[config.mk]
export PLATFORM = sky130hd
export DESIGN_NAME = pscb_top
export DESIGN_NICKNAME = d
export VERILOG_FILES = /design/src/hdl/pscb_pkg.sv /design/src/hdl/pscb_stat_if.sv /design/src/hdl/pscb_stat_shift.sv /design/src/hdl/pscb_top.sv
export SDC_FILE = /design/constraint.sdc
export NUM_CORES = 1
export LEC_CHECK = 0
export BUFFER_PORTS_ARGS = -buffer_cell sky130_fd_sc_hd__clkbuf_2
export CAP_MARGIN = 20
export CORE_MARGIN = 8
export CORE_UTILIZATION = 30
export CTS_CLUSTER_DIAMETER = 200
export DETAILED_ROUTE_END_ITERATION = 16
export PLACE_DENSITY = 0.65
export SYNTH_ARGS = -nofsm -noshare
export SYNTH_HDL_FRONTEND = slang
export SYNTH_SLANG_ARGS = --single-unit
[constraint.sdc]
create_clock -name pclk -period 1.7 [get_ports pclk]
set_input_delay 0.255 -clock pclk [delete_from_list [all_inputs] [get_ports pclk]]
set_output_delay 0.255 -clock pclk [all_outputs]
set_load 0.05 [all_outputs]
[src/hdl/pscb_pkg.sv]
// Constants, types and register map of the PCI sideband control block
package pscb_pkg;

  // ************************************************************
  // Register map (byte offsets on APB)
  // ************************************************************
  localparam logic [7:0] PSCB_ADDR_CTRL     = 8'h00;
  localparam logic [7:0] PSCB_ADDR_STAT_MSK = 8'h04;
  localparam logic [7:0] PSCB_ADDR_STATE    = 8'h08;
  localparam logic [7:0] PSCB_ADDR_IRQ_STAT = 8'h0C;
  localparam logic [7:0] PSCB_ADDR_IRQ_EN   = 8'h10;
  localparam logic [7:0] PSCB_ADDR_IRQ_CLR  = 8'h14;

  // ************************************************************
  // Field positions
  // ************************************************************
  // Control register
  localparam int PSCB_CTRL_FIFO_A_EN = 0;
  localparam int PSCB_CTRL_FIFO_B_EN = 1;
  localparam int PSCB_CTRL_DUAL_PORT = 2;
  localparam int PSCB_CTRL_RD_EN     = 3;
  localparam int PSCB_CTRL_W         = 4;

  // Device status bits, in shift order
  localparam int PSCB_ST_DET_PERR  = 0;
  localparam int PSCB_ST_SIG_SERR  = 1;
  localparam int PSCB_ST_RCV_MABT  = 2;
  localparam int PSCB_ST_RCV_TABT  = 3;
  localparam int PSCB_ST_SIG_TABT  = 4;
  localparam int PSCB_ST_MDPERR    = 5;
  localparam int PSCB_ST_W         = 6;
  localparam logic [2:0] PSCB_ST_LAST = 3'h5;

  // Fabric and bus pin inputs, as a vector through the synchroniser
  localparam int PSCB_PIN_RD_HOLD    = 0;
  localparam int PSCB_PIN_BURST_N    = 1;
  localparam int PSCB_PIN_INTA_N     = 2;
  localparam int PSCB_PIN_SERR       = 3;
  localparam int PSCB_PIN_SHIFT_EN_N = 4;
  localparam int PSCB_PIN_BUS_RST_N  = 5;
  localparam int PSCB_PIN_W          = 6;

  // Interrupt status bits
  localparam int PSCB_IRQ_DISC    = 0;
  localparam int PSCB_IRQ_WAITOUT = 1;
  localparam int PSCB_IRQ_SERR    = 2;
  localparam int PSCB_IRQ_INTA    = 3;
  localparam int PSCB_IRQ_BUSRST  = 4;
  localparam int PSCB_IRQ_W       = 5;

  // ************************************************************
  // Reset values and counts
  // ************************************************************
  localparam logic [PSCB_CTRL_W-1:0] PSCB_CTRL_RST    = 4'h8;
  localparam logic [PSCB_ST_W-1:0]   PSCB_STMSK_RST   = 6'h3F;
  localparam logic [PSCB_IRQ_W-1:0]  PSCB_IRQ_RST     = 5'h00;
  localparam logic [PSCB_PIN_W-1:0]  PSCB_PIN_RST     = 6'h36;
  localparam logic [3:0]             PSCB_WAIT_MAX    = 4'h8;
  localparam logic [3:0]             PSCB_WAIT_LAST   = 4'h7;

  // ************************************************************
  // Types
  // ************************************************************
  typedef enum logic [2:0] {
    PSCB_RD_IDLE,
    PSCB_RD_HOLD,
    PSCB_RD_DATA,
    PSCB_RD_WAIT,
    PSCB_RD_DISC
  } pscb_rd_state_t;

endpackage

[src/hdl/pscb_stat_if.sv]
// Interface between the control top and the status output shifter
`timescale 1ns/1ps
`default_nettype none
interface pscb_stat_if;
  import pscb_pkg::*;
  logic [PSCB_ST_W-1:0] status;
  logic [PSCB_ST_W-1:0] mask;
  logic                 shift_en_n;
  logic                 stat_out;
  modport ctrl    (output status, output mask, output shift_en_n,
                   input stat_out);
  modport shifter (input status, input mask, input shift_en_n,
                   output stat_out);
endinterface
`default_nettype wire

[src/hdl/pscb_stat_shift.sv]
// Device status output: masked OR or bit-serial shift
`timescale 1ns/1ps
`default_nettype none
module pscb_stat_shift
  import pscb_pkg::*;
(
  // Clock and reset
  input  wire logic  pclk,
  input  wire logic  presetn,
  // Status path
  pscb_stat_if.shifter st
);

  typedef struct packed {
    logic [2:0] idx;
    logic       out;
  } pscb_shift_st_t;

  pscb_shift_st_t s_reg;
  pscb_shift_st_t s_next;

  always_comb begin
    s_next = s_reg;
    if (st.shift_en_n) begin
      // OR mode holds the shift pointer at its first bit
      s_next.out = |(st.status & st.mask);
      s_next.idx = 3'h0;
    end else begin
      s_next.out = st.status[s_reg.idx];
      if (s_reg.idx == PSCB_ST_LAST) begin
        s_next.idx = 3'h0;
      end else begin
        s_next.idx = s_reg.idx + 3'h1;
      end
    end
  end

  always_ff @(posedge pclk or negedge presetn) begin
    if (!presetn) begin
      s_reg <= '0;
    end else begin
      s_reg <= s_next;
    end
  end

  assign st.stat_out = s_reg.out;

endmodule
`default_nettype wire

[src/hdl/pscb_top.sv]
// PCI core sideband control: read hold, bursts, interrupts, status
// Behaviour
// - Read start hold postpones first target read data until released or FIFO full
// - Burst pending active allows up to eight wait states before disconnect
// - Burst pending inactive disconnects at once when read FIFO empties
// - Fabric interrupt request forwarded to INTA#, held two clocks by fabric
// - Fabric system error forwarded to SERR#, held two clocks by fabric
// - Buffered bus clock is given to the fabric for sideband signals
// - Bus reset output to fabric is active while bus reset is received
// - Status shift enable selects how device status reaches the status output
// - Shift enable high gives masked OR of status, shifter held reset
// - Shift enable low gives one status bit per rising clock edge
// - Reported set: parity, system error, aborts, master data parity
//
// Local design decisions: the placing of the registers and the APB slave port.
`timescale 1ns/1ps
`default_nettype none
module pscb_top
  import pscb_pkg::*;
(
  // Clock and reset
  input  wire logic                 pclk,
  input  wire logic                 presetn,
  // APB slave
  input  wire logic                 psel,
  input  wire logic                 penable,
  input  wire logic                 pwrite,
  input  wire logic [7:0]           paddr,
  input  wire logic [31:0]          pwdata,
  output logic                      pready,
  output logic                      pslverr,
  output logic [31:0]               prdata,
  output logic                      irq,
  // PCI bus side
  input  wire logic                 pci_rst_n,
  output logic                      inta_n,
  output logic                      serr_n,
  // Target read engine of the core
  input  wire logic                 rd_req,
  input  wire logic                 rd_fifo_full,
  input  wire logic                 rd_fifo_empty,
  output logic                      trdy_n,
  output logic                      stop_n,
  // Device status register of the core
  input  wire logic [PSCB_ST_W-1:0] dev_status,
  // Fabric sideband pins
  input  wire logic                 read_start_hold,
  input  wire logic                 read_burst_pend_n,
  input  wire logic                 fabric_inta_n,
  input  wire logic                 fabric_serr,
  input  wire logic                 status_shift_en_n,
  output logic                      fabric_bus_clk,
  output logic                      fabric_bus_rst_n,
  output logic                      status_out,
  output logic                      fifo_clock_a_en,
  output logic                      fifo_clock_b_en
);

  // ************************************************************
  // State
  // ************************************************************
  typedef struct packed {
    logic [PSCB_PIN_W-1:0]  sync1;
    logic [PSCB_PIN_W-1:0]  sync2;
    logic [PSCB_PIN_W-1:0]  prev;
    pscb_rd_state_t         rd_state;
    logic [3:0]             wait_cnt;
    logic [PSCB_CTRL_W-1:0] ctrl;
    logic [PSCB_ST_W-1:0]   st_mask;
    logic [PSCB_IRQ_W-1:0]  irq_stat;
    logic [PSCB_IRQ_W-1:0]  irq_en;
    logic [31:0]            rdata;
    logic                   inta_n;
    logic                   serr_n;
    logic                   bus_rst_n;
  } pscb_top_st_t;

  pscb_top_st_t s_reg;
  pscb_top_st_t s_next;

  logic [PSCB_IRQ_W-1:0] ev;
  logic                  hold_s;
  logic                  burst_s;
  logic                  wr_acc;
  logic                  rd_setup;

  pscb_stat_if stat_bus ();

  // ************************************************************
  // Helpers
  // ************************************************************
  function automatic logic addr_hit(input logic [7:0] a);
    addr_hit = (a == PSCB_ADDR_CTRL)     || (a == PSCB_ADDR_STAT_MSK) ||
               (a == PSCB_ADDR_STATE)    || (a == PSCB_ADDR_IRQ_STAT) ||
               (a == PSCB_ADDR_IRQ_EN)   || (a == PSCB_ADDR_IRQ_CLR);
  endfunction

  function automatic logic [31:0] read_word(input logic [7:0] a,
                                            input pscb_top_st_t s);
    read_word = 32'h0000_0000;
    case (a)
      PSCB_ADDR_CTRL:     read_word[PSCB_CTRL_W-1:0] = s.ctrl;
      PSCB_ADDR_STAT_MSK: read_word[PSCB_ST_W-1:0]   = s.st_mask;
      PSCB_ADDR_STATE: begin
        read_word[PSCB_ST_W-1:0] = dev_status;
        read_word[13:8]          = s.sync2;
        read_word[19:16]         = s.wait_cnt;
        read_word[26:24]         = s.rd_state;
      end
      PSCB_ADDR_IRQ_STAT: read_word[PSCB_IRQ_W-1:0] = s.irq_stat;
      PSCB_ADDR_IRQ_EN:   read_word[PSCB_IRQ_W-1:0] = s.irq_en;
      default:            read_word = 32'h0000_0000;
    endcase
  endfunction

  // ************************************************************
  // Next state
  // ************************************************************
  assign hold_s   = s_reg.sync2[PSCB_PIN_RD_HOLD];
  assign burst_s  = ~s_reg.sync2[PSCB_PIN_BURST_N];
  assign wr_acc   = psel & penable & pwrite;
  assign rd_setup = psel & ~penable & ~pwrite;

  always_comb begin
    s_next = s_reg;
    ev     = '0;

    // Pins from the fabric and the bus come from other domains
    s_next.sync1 = {pci_rst_n, status_shift_en_n, fabric_serr,
                    fabric_inta_n, read_burst_pend_n, read_start_hold};
    s_next.sync2 = s_reg.sync1;
    s_next.prev  = s_reg.sync2;

    // Forwarding to the PCI bus and the fabric
    s_next.inta_n    = s_reg.sync2[PSCB_PIN_INTA_N];
    s_next.serr_n    = ~s_reg.sync2[PSCB_PIN_SERR];
    s_next.bus_rst_n = s_reg.sync2[PSCB_PIN_BUS_RST_N];

    if (!s_reg.sync2[PSCB_PIN_INTA_N] && s_reg.prev[PSCB_PIN_INTA_N]) begin
      ev[PSCB_IRQ_INTA] = 1'b1;
    end
    if (s_reg.sync2[PSCB_PIN_SERR] && !s_reg.prev[PSCB_PIN_SERR]) begin
      ev[PSCB_IRQ_SERR] = 1'b1;
    end
    if (!s_reg.sync2[PSCB_PIN_BUS_RST_N] &&
        s_reg.prev[PSCB_PIN_BUS_RST_N]) begin
      ev[PSCB_IRQ_BUSRST] = 1'b1;
    end

    // Target read sequencing
    case (s_reg.rd_state)
      PSCB_RD_IDLE: begin
        s_next.wait_cnt = 4'h0;
        if (rd_req && s_reg.ctrl[PSCB_CTRL_RD_EN]) begin
          s_next.rd_state = PSCB_RD_HOLD;
        end
      end
      PSCB_RD_HOLD: begin
        if (!rd_req) begin
          s_next.rd_state = PSCB_RD_IDLE;
        end else if (!hold_s || rd_fifo_full) begin
          s_next.rd_state = PSCB_RD_DATA;
        end
      end
      PSCB_RD_DATA: begin
        s_next.wait_cnt = 4'h0;
        if (!rd_req) begin
          s_next.rd_state = PSCB_RD_IDLE;
        end else if (rd_fifo_empty) begin
          if (burst_s) begin
            s_next.rd_state = PSCB_RD_WAIT;
          end else begin
            s_next.rd_state = PSCB_RD_DISC;
            ev[PSCB_IRQ_DISC] = 1'b1;
          end
        end
      end
      PSCB_RD_WAIT: begin
        if (!rd_req) begin
          s_next.rd_state = PSCB_RD_IDLE;
        end else if (!rd_fifo_empty) begin
          s_next.rd_state = PSCB_RD_DATA;
        end else if (!burst_s) begin
          // Burst hint withdrawn mid-wait: stop without more waits
          s_next.rd_state   = PSCB_RD_DISC;
          ev[PSCB_IRQ_DISC] = 1'b1;
        end else if (s_reg.wait_cnt == PSCB_WAIT_LAST) begin
          s_next.rd_state      = PSCB_RD_DISC;
          ev[PSCB_IRQ_DISC]    = 1'b1;
          ev[PSCB_IRQ_WAITOUT] = 1'b1;
        end else begin
          s_next.wait_cnt = s_reg.wait_cnt + 4'h1;
        end
      end
      PSCB_RD_DISC: begin
        if (!rd_req) begin
          s_next.rd_state = PSCB_RD_IDLE;
        end
      end
      default: begin
        s_next.rd_state = PSCB_RD_IDLE;
      end
    endcase

    // Bus reset aborts any read in flight
    if (!s_reg.sync2[PSCB_PIN_BUS_RST_N]) begin
      s_next.rd_state = PSCB_RD_IDLE;
    end

    // APB: read data is captured in the setup cycle so it is a flop
    if (rd_setup) begin
      s_next.rdata = read_word(paddr, s_reg);
    end

    if (wr_acc) begin
      case (paddr)
        PSCB_ADDR_CTRL:     s_next.ctrl    = pwdata[PSCB_CTRL_W-1:0];
        PSCB_ADDR_STAT_MSK: s_next.st_mask = pwdata[PSCB_ST_W-1:0];
        PSCB_ADDR_IRQ_EN:   s_next.irq_en  = pwdata[PSCB_IRQ_W-1:0];
        default:            s_next.ctrl    = s_reg.ctrl;
      endcase
    end

    // A new event outweighs a clear written in the same cycle
    if (wr_acc && (paddr == PSCB_ADDR_IRQ_CLR)) begin
      s_next.irq_stat = (s_reg.irq_stat & ~pwdata[PSCB_IRQ_W-1:0]) | ev;
    end else begin
      s_next.irq_stat = s_reg.irq_stat | ev;
    end
  end

  always_ff @(posedge pclk or negedge presetn) begin
    if (!presetn) begin
      s_reg           <= '0;
      s_reg.sync1     <= PSCB_PIN_RST;
      s_reg.sync2     <= PSCB_PIN_RST;
      s_reg.prev      <= PSCB_PIN_RST;
      s_reg.rd_state  <= PSCB_RD_IDLE;
      s_reg.ctrl      <= PSCB_CTRL_RST;
      s_reg.st_mask   <= PSCB_STMSK_RST;
      s_reg.irq_stat  <= PSCB_IRQ_RST;
      s_reg.irq_en    <= PSCB_IRQ_RST;
      s_reg.inta_n    <= 1'b1;
      s_reg.serr_n    <= 1'b1;
      s_reg.bus_rst_n <= 1'b0;
    end else begin
      s_reg <= s_next;
    end
  end

  // ************************************************************
  // Status output
  // ************************************************************
  assign stat_bus.status     = dev_status;
  assign stat_bus.mask       = s_reg.st_mask;
  assign stat_bus.shift_en_n = s_reg.sync2[PSCB_PIN_SHIFT_EN_N];

  pscb_stat_shift u_shift (
    .pclk    (pclk),
    .presetn (presetn),
    .st      (stat_bus.shifter)
  );

  // ************************************************************
  // Outputs
  // ************************************************************
  assign pready  = 1'b1;
  assign pslverr = psel & penable & ~addr_hit(paddr);
  assign prdata  = s_reg.rdata;
  assign irq     = |(s_reg.irq_stat & s_reg.irq_en);

  // Clock copy is a plain wire; no gating so fabric skew stays small
  assign fabric_bus_clk   = pclk;
  assign fabric_bus_rst_n = s_reg.bus_rst_n;
  assign inta_n           = s_reg.inta_n;
  assign serr_n           = s_reg.serr_n;
  assign status_out       = stat_bus.stat_out;
  // Enables only; the fabric itself keeps the idle clock low
  assign fifo_clock_a_en  = s_reg.ctrl[PSCB_CTRL_FIFO_A_EN];
  assign fifo_clock_b_en  = s_reg.ctrl[PSCB_CTRL_FIFO_B_EN] &
                            ~(s_reg.ctrl[PSCB_CTRL_DUAL_PORT] &
                              s_reg.ctrl[PSCB_CTRL_FIFO_A_EN]);

  assign trdy_n = ~((s_reg.rd_state == PSCB_RD_DATA) & ~rd_fifo_empty);
  assign stop_n = ~(s_reg.rd_state == PSCB_RD_DISC);

endmodule
`default_nettype wire

==> impl_results.html <==
<table>
<tr><th>Metric</th><th>Value</th></tr>
<tr><th colspan="2">Run status</th></tr>
<tr><td>Violations in the final reports</td><td>negative setup slack</td></tr>
<tr><td>Run status</td><td>finished, violations left</td></tr>
<tr><th colspan="2">Route</th></tr>
<tr><td>DRT Wirelength</td><td>between 8000 and 9000 microns</td></tr>
<tr><td>Violation count after the first detailed-route iteration</td><td>125</td></tr>
<tr><td>Number of routed nets with antenna violations</td><td>0</td></tr>
<tr><td>Post-detailed-route wirelength per cell</td><td>approximately 16 microns</td></tr>
<tr><td>Via count</td><td>around 2400</td></tr>
<tr><td>Detailed Routing Iterations Pass 1</td><td>4</td></tr>
<tr><td>Via-per-instance ratio</td><td>around 4.8</td></tr>
<tr><td>DRC violations left</td><td>0</td></tr>
<tr><th colspan="2">Synthesis</th></tr>
<tr><td>Most numerous cell in the Yosys netlist</td><td>dfrtp_1</td></tr>
<tr><td>Average cell area after synthesis</td><td>approximately 11 sq um</td></tr>
<tr><td>Post-synthesis instance area</td><td>around 3300 sq um</td></tr>
<tr><td>Main synth FF type</td><td>dfrtp_1</td></tr>
<tr><td>Share of Yosys cell area claimed by the top area cell type</td><td>0.375</td></tr>
<tr><td>Number of enable-type register cells in the synthesized netlist</td><td>0</td></tr>
<tr><td>Post-synthesis sequential area ratio</td><td>0.519</td></tr>
<tr><td>Cell types occupying the most area after synthesis</td><td>dfrtp_1 (37%), dfstp_2 (14%), buf_4 (7.8%)</td></tr>
<tr><td>Gate count after technology mapping</td><td>approximately 290</td></tr>
<tr><td>Ranking of synthesized cells by instance count</td><td>dfrtp_1 (49), buf_4 (34), nand2_1 (22)</td></tr>
<tr><td>Seq cells post-synth</td><td>67</td></tr>
<tr><td>Yosys warnings</td><td>0</td></tr>
<tr><td>Library cells used by synthesis</td><td>50</td></tr>
<tr><td>Share of flip-flops with an asynchronous set or reset</td><td>1.00</td></tr>
<tr><td>Cell type contributing the most total cell area after synthesis</td><td>dfrtp_1</td></tr>
<tr><th colspan="2">Floorplanning</th></tr>
<tr><td>Number of standard-cell rows in the floorplan</td><td>38</td></tr>
<tr><td>Initial core utilization</td><td>0.304</td></tr>
<tr><td>Chip Height</td><td>120 microns</td></tr>
<tr><td>Area of the core</td><td>about 11000 sq um</td></tr>
<tr><td>Die boundary width</td><td>120 microns</td></tr>
<tr><td>Floorplan die area</td><td>approximately 15000 sq um</td></tr>
<tr><td>Ports</td><td>between 100 and 150</td></tr>
<tr><th colspan="2">Final layout</th></tr>
<tr><td>Area added between synthesis and finish</td><td>26.2%</td></tr>
<tr><td>Number of nets in the finished design</td><td>about 420</td></tr>
<tr><td>Number of filler cells placed in the layout</td><td>roughly 1100</td></tr>
<tr><td>Share of the core filled with cells in the final layout</td><td>0.384</td></tr>
<tr><td># diodes</td><td>0</td></tr>
<tr><td>Number of flip-flops under the largest register name</td><td>23</td></tr>
<tr><td>Fraction of final layout cells sized beyond drive strength 1</td><td>0.470</td></tr>
<tr><th colspan="2">GRT</th></tr>
<tr><td>Aggregate global routing overflow</td><td>0</td></tr>
<tr><td>Overall fraction of global-route tracks in use</td><td>0.111</td></tr>
<tr><td>Number of global-route vias before repair</td><td>approximately 2500</td></tr>
<tr><td>Number of antenna violations at the first check in global routing</td><td>0</td></tr>
<tr><td>Pin count of the biggest net entering global routing</td><td>slightly below 70</td></tr>
<tr><td>Global-route wire length before repair</td><td>approximately 13000 microns</td></tr>
<tr><th colspan="2">Timing</th></tr>
<tr><td>Min cycle time layout</td><td>roughly 1.8 ns</td></tr>
<tr><td>Final WS setup</td><td>-0.101 ns</td></tr>
<tr><td>Final setup skew</td><td>between 0.006 and 0.007 ns</td></tr>
<tr><td>Final-report hold violation count</td><td>0</td></tr>
<tr><td>Max Freq</td><td>between 0.5 and 0.6 GHz</td></tr>
<tr><td>Sum of negative setup slack</td><td>-0.715 ns</td></tr>
<tr><td>RSZ-0062 raised after global routing</td><td>yes</td></tr>
<tr><td>Number of setup violations in the final report</td><td>12</td></tr>
<tr><td>Final Cycle Share</td><td>1.06</td></tr>
<tr><td>Slew Limit Fails</td><td>0</td></tr>
<tr><th colspan="2">Min path</th></tr>
<tr><td>Hold Startpoint</td><td>fabric_serr</td></tr>
<tr><td>Number of cells on the worst hold path</td><td>1</td></tr>
<tr><td>Min-delay worst type</td><td>in2reg</td></tr>
<tr><td>Hold Path Sink</td><td>s_next[71]$_DFF_PN0_</td></tr>
<tr><th colspan="2">Worst setup path</th></tr>
<tr><td>Buffering stage count on the worst path with inverters included</td><td>1</td></tr>
<tr><td>Critical path's slowest cell</td><td>or4_4</td></tr>
<tr><td>Critical R2R Capture</td><td>s_reg[56]$_DFFE_PN0P_</td></tr>
<tr><td>CP required</td><td>around 1.9 ns</td></tr>
<tr><td>Critical path, cell by cell</td><td>buf_6 -&gt; or4_4 -&gt; or2_4 -&gt; or4_4 -&gt; mux2_4</td></tr>
<tr><td>Critical path startpoint category</td><td>primary input</td></tr>
<tr><td>Reg-to-reg startpoint</td><td>s_reg[56]$_DFFE_PN0P_</td></tr>
<tr><td>Worst Setup Path Type</td><td>in2reg</td></tr>
<tr><td>Arrival time reported for the critical path endpoint</td><td>around 2 ns</td></tr>
<tr><td>Minimum setup slack among reg-to-reg paths</td><td>0.04 ns</td></tr>
<tr><td>Worst stage delay on the critical path</td><td>0.55 ns</td></tr>
<tr><td>Most common cell on crit path</td><td>or4_4</td></tr>
<tr><td>Worst Path Max Fanout</td><td>5</td></tr>
<tr><td>Critical Path Sink Type</td><td>flop</td></tr>
<tr><td>Family of cells with the greatest summed delay on the critical path</td><td>simple AND/OR/NAND/NOR gates</td></tr>
<tr><td>Reg2reg path depth</td><td>6</td></tr>
<tr><th colspan="2">Power and ir drop</th></tr>
<tr><td>Worst vdd rail ir drop</td><td>~530 uV</td></tr>
<tr><td>Power consumption</td><td>between 3 and 4 mW</td></tr>
<tr><td>Power per Cell Area</td><td>843 nW/um^2</td></tr>
<tr><td>Static leakage</td><td>about 2 nW</td></tr>
<tr><th colspan="2">Clocking</th></tr>
<tr><td>Cell at the root of the clock tree</td><td>clkbuf_8</td></tr>
<tr><td>CTS tree</td><td>yes</td></tr>
<tr><td>Post-CTS clock slew at the launch and capture registers of the worst setup and hold paths</td><td>approximately 0.070 ns</td></tr>
<tr><td>Number of buffers created by CTS</td><td>9</td></tr>
<tr><td>Deepest clock path buffer count</td><td>2</td></tr>
<tr><td>Clock network latency to the later pin of the worst-skew pair</td><td>0.34 ns</td></tr>
<tr><td>Count of H-tree levels built during CTS</td><td>3</td></tr>
<tr><th colspan="2">Flow run</th></tr>
<tr><td>Max Cap Violations</td><td>0</td></tr>
<tr><th colspan="2">Placed design</th></tr>
<tr><td>Half-perimeter wire length after placement</td><td>~5900 microns</td></tr>
<tr><td>Count of buffers inserted at the top-level ports</td><td>between 60 and 70</td></tr>
<tr><td>Gpl congestion</td><td>between 0.8 and 0.9</td></tr>
</table>
cell families after synthesis:
logic type,after synthesis,share of synthesized area
DFF,67,0.519
muxes,28,0.0994
AOI/OAI and AO/OA,61,0.137
other,2,0.00230
buffers and inverters,55,0.107
adders and majority gates,1,0.00382
and+or+nand+nor,71,0.132
where the power goes:
group	leakage, nW	switching (mW)	internal, mW	total, mW
Clock	0.117	0.695	0.775	1.47
Combinational	1.00	0.232	0.109	0.341
Sequential	0.837	0.0274	1.64	1.67
Total	1.96	0.955	2.53	3.48
cells in the final DEF, fill, tap and decap left out, types with 3 or more instances in the layout:
cell / n
a21oi_1: 8
a22o_1: 17
a22oi_1: 9
and3b_1: 3
buf_4: 31
buf_6: 3
clkbuf_2: 59
clkbuf_8: 11
conb_1: 14
dfrtp_1: 48
dfstp_2: 18
dlygate4sd3_1: 5
inv_1: 6
mux2_2: 10
mux2_4: 10
mux2i_1: 7
nand2_1: 21
nand3b_1: 5
nor2_1: 11
o211ai_1: 3
o21ai_0: 7
or4_1: 4
how the worst max path moves through the flow:
stage / cells past startpoint / endpoint / startpoint / slack, ns
finish: 5 / s_reg[38]$_DFFE_PN0P_ / paddr[5] / -0.10
global route: 5 / s_reg[37]$_DFFE_PN0P_ / paddr[5] / -0.1
CTS: 5 / s_reg[38]$_DFFE_PN0P_ / paddr[1] / -0.11
detailed placement: 5 / s_reg[36]$_DFFE_PN0P_ / paddr[1] / -0.46
global placement: 5 / s_reg[35]$_DFFE_PN0P_ / paddr[1] / -0.45
floorplan: 6 / s_reg[35]$_DFFE_PN0P_ / paddr[1] / -0.45
routing by layer:
| metal | track usage | share of wire |
|---|---|---|
| met5 | 0 | 0 |
| met4 | 0.0320 | 0.014 |
| met3 | 0.0452 | 0.073 |
| met2 | 0.184 | 0.49 |
| met1 | 0.129 | 0.42 |
cell type report:
type,instances,area (sq um),share of cell area
tap,140,175,0.0424
inverter,6,22.5,0.00545
multi-input combinational,175,1340,0.325
clock buffer,15,203,0.0491
sequential,67,1700,0.412
clock inverter,2,11.3,0.00273
timing repair buffer,101,676,0.164
through the flow:
step	std cells	hold slack (ns)	worst slack [ns]	instance area [sq um]
after global routing	506	0.000290	-0.0996	4130
after CTS	496	0.00979	-0.106	3980
after floorplan	297	-0.0406	-0.450	3330
after global placement	475	0.300	-0.450	3700
after detailed placement	475	0.307	-0.456	3700
final	506	0.0233	-0.101	4130
timing repair:
action,CTS,global route
endpoints found under the setup margin,12,18
pin swaps,1,10
buffers inserted,0,10
hold endpoints to repair,53,0
hold buffers,5,0
resized for setup,8,19
Power figures use the tool's default switching activity.
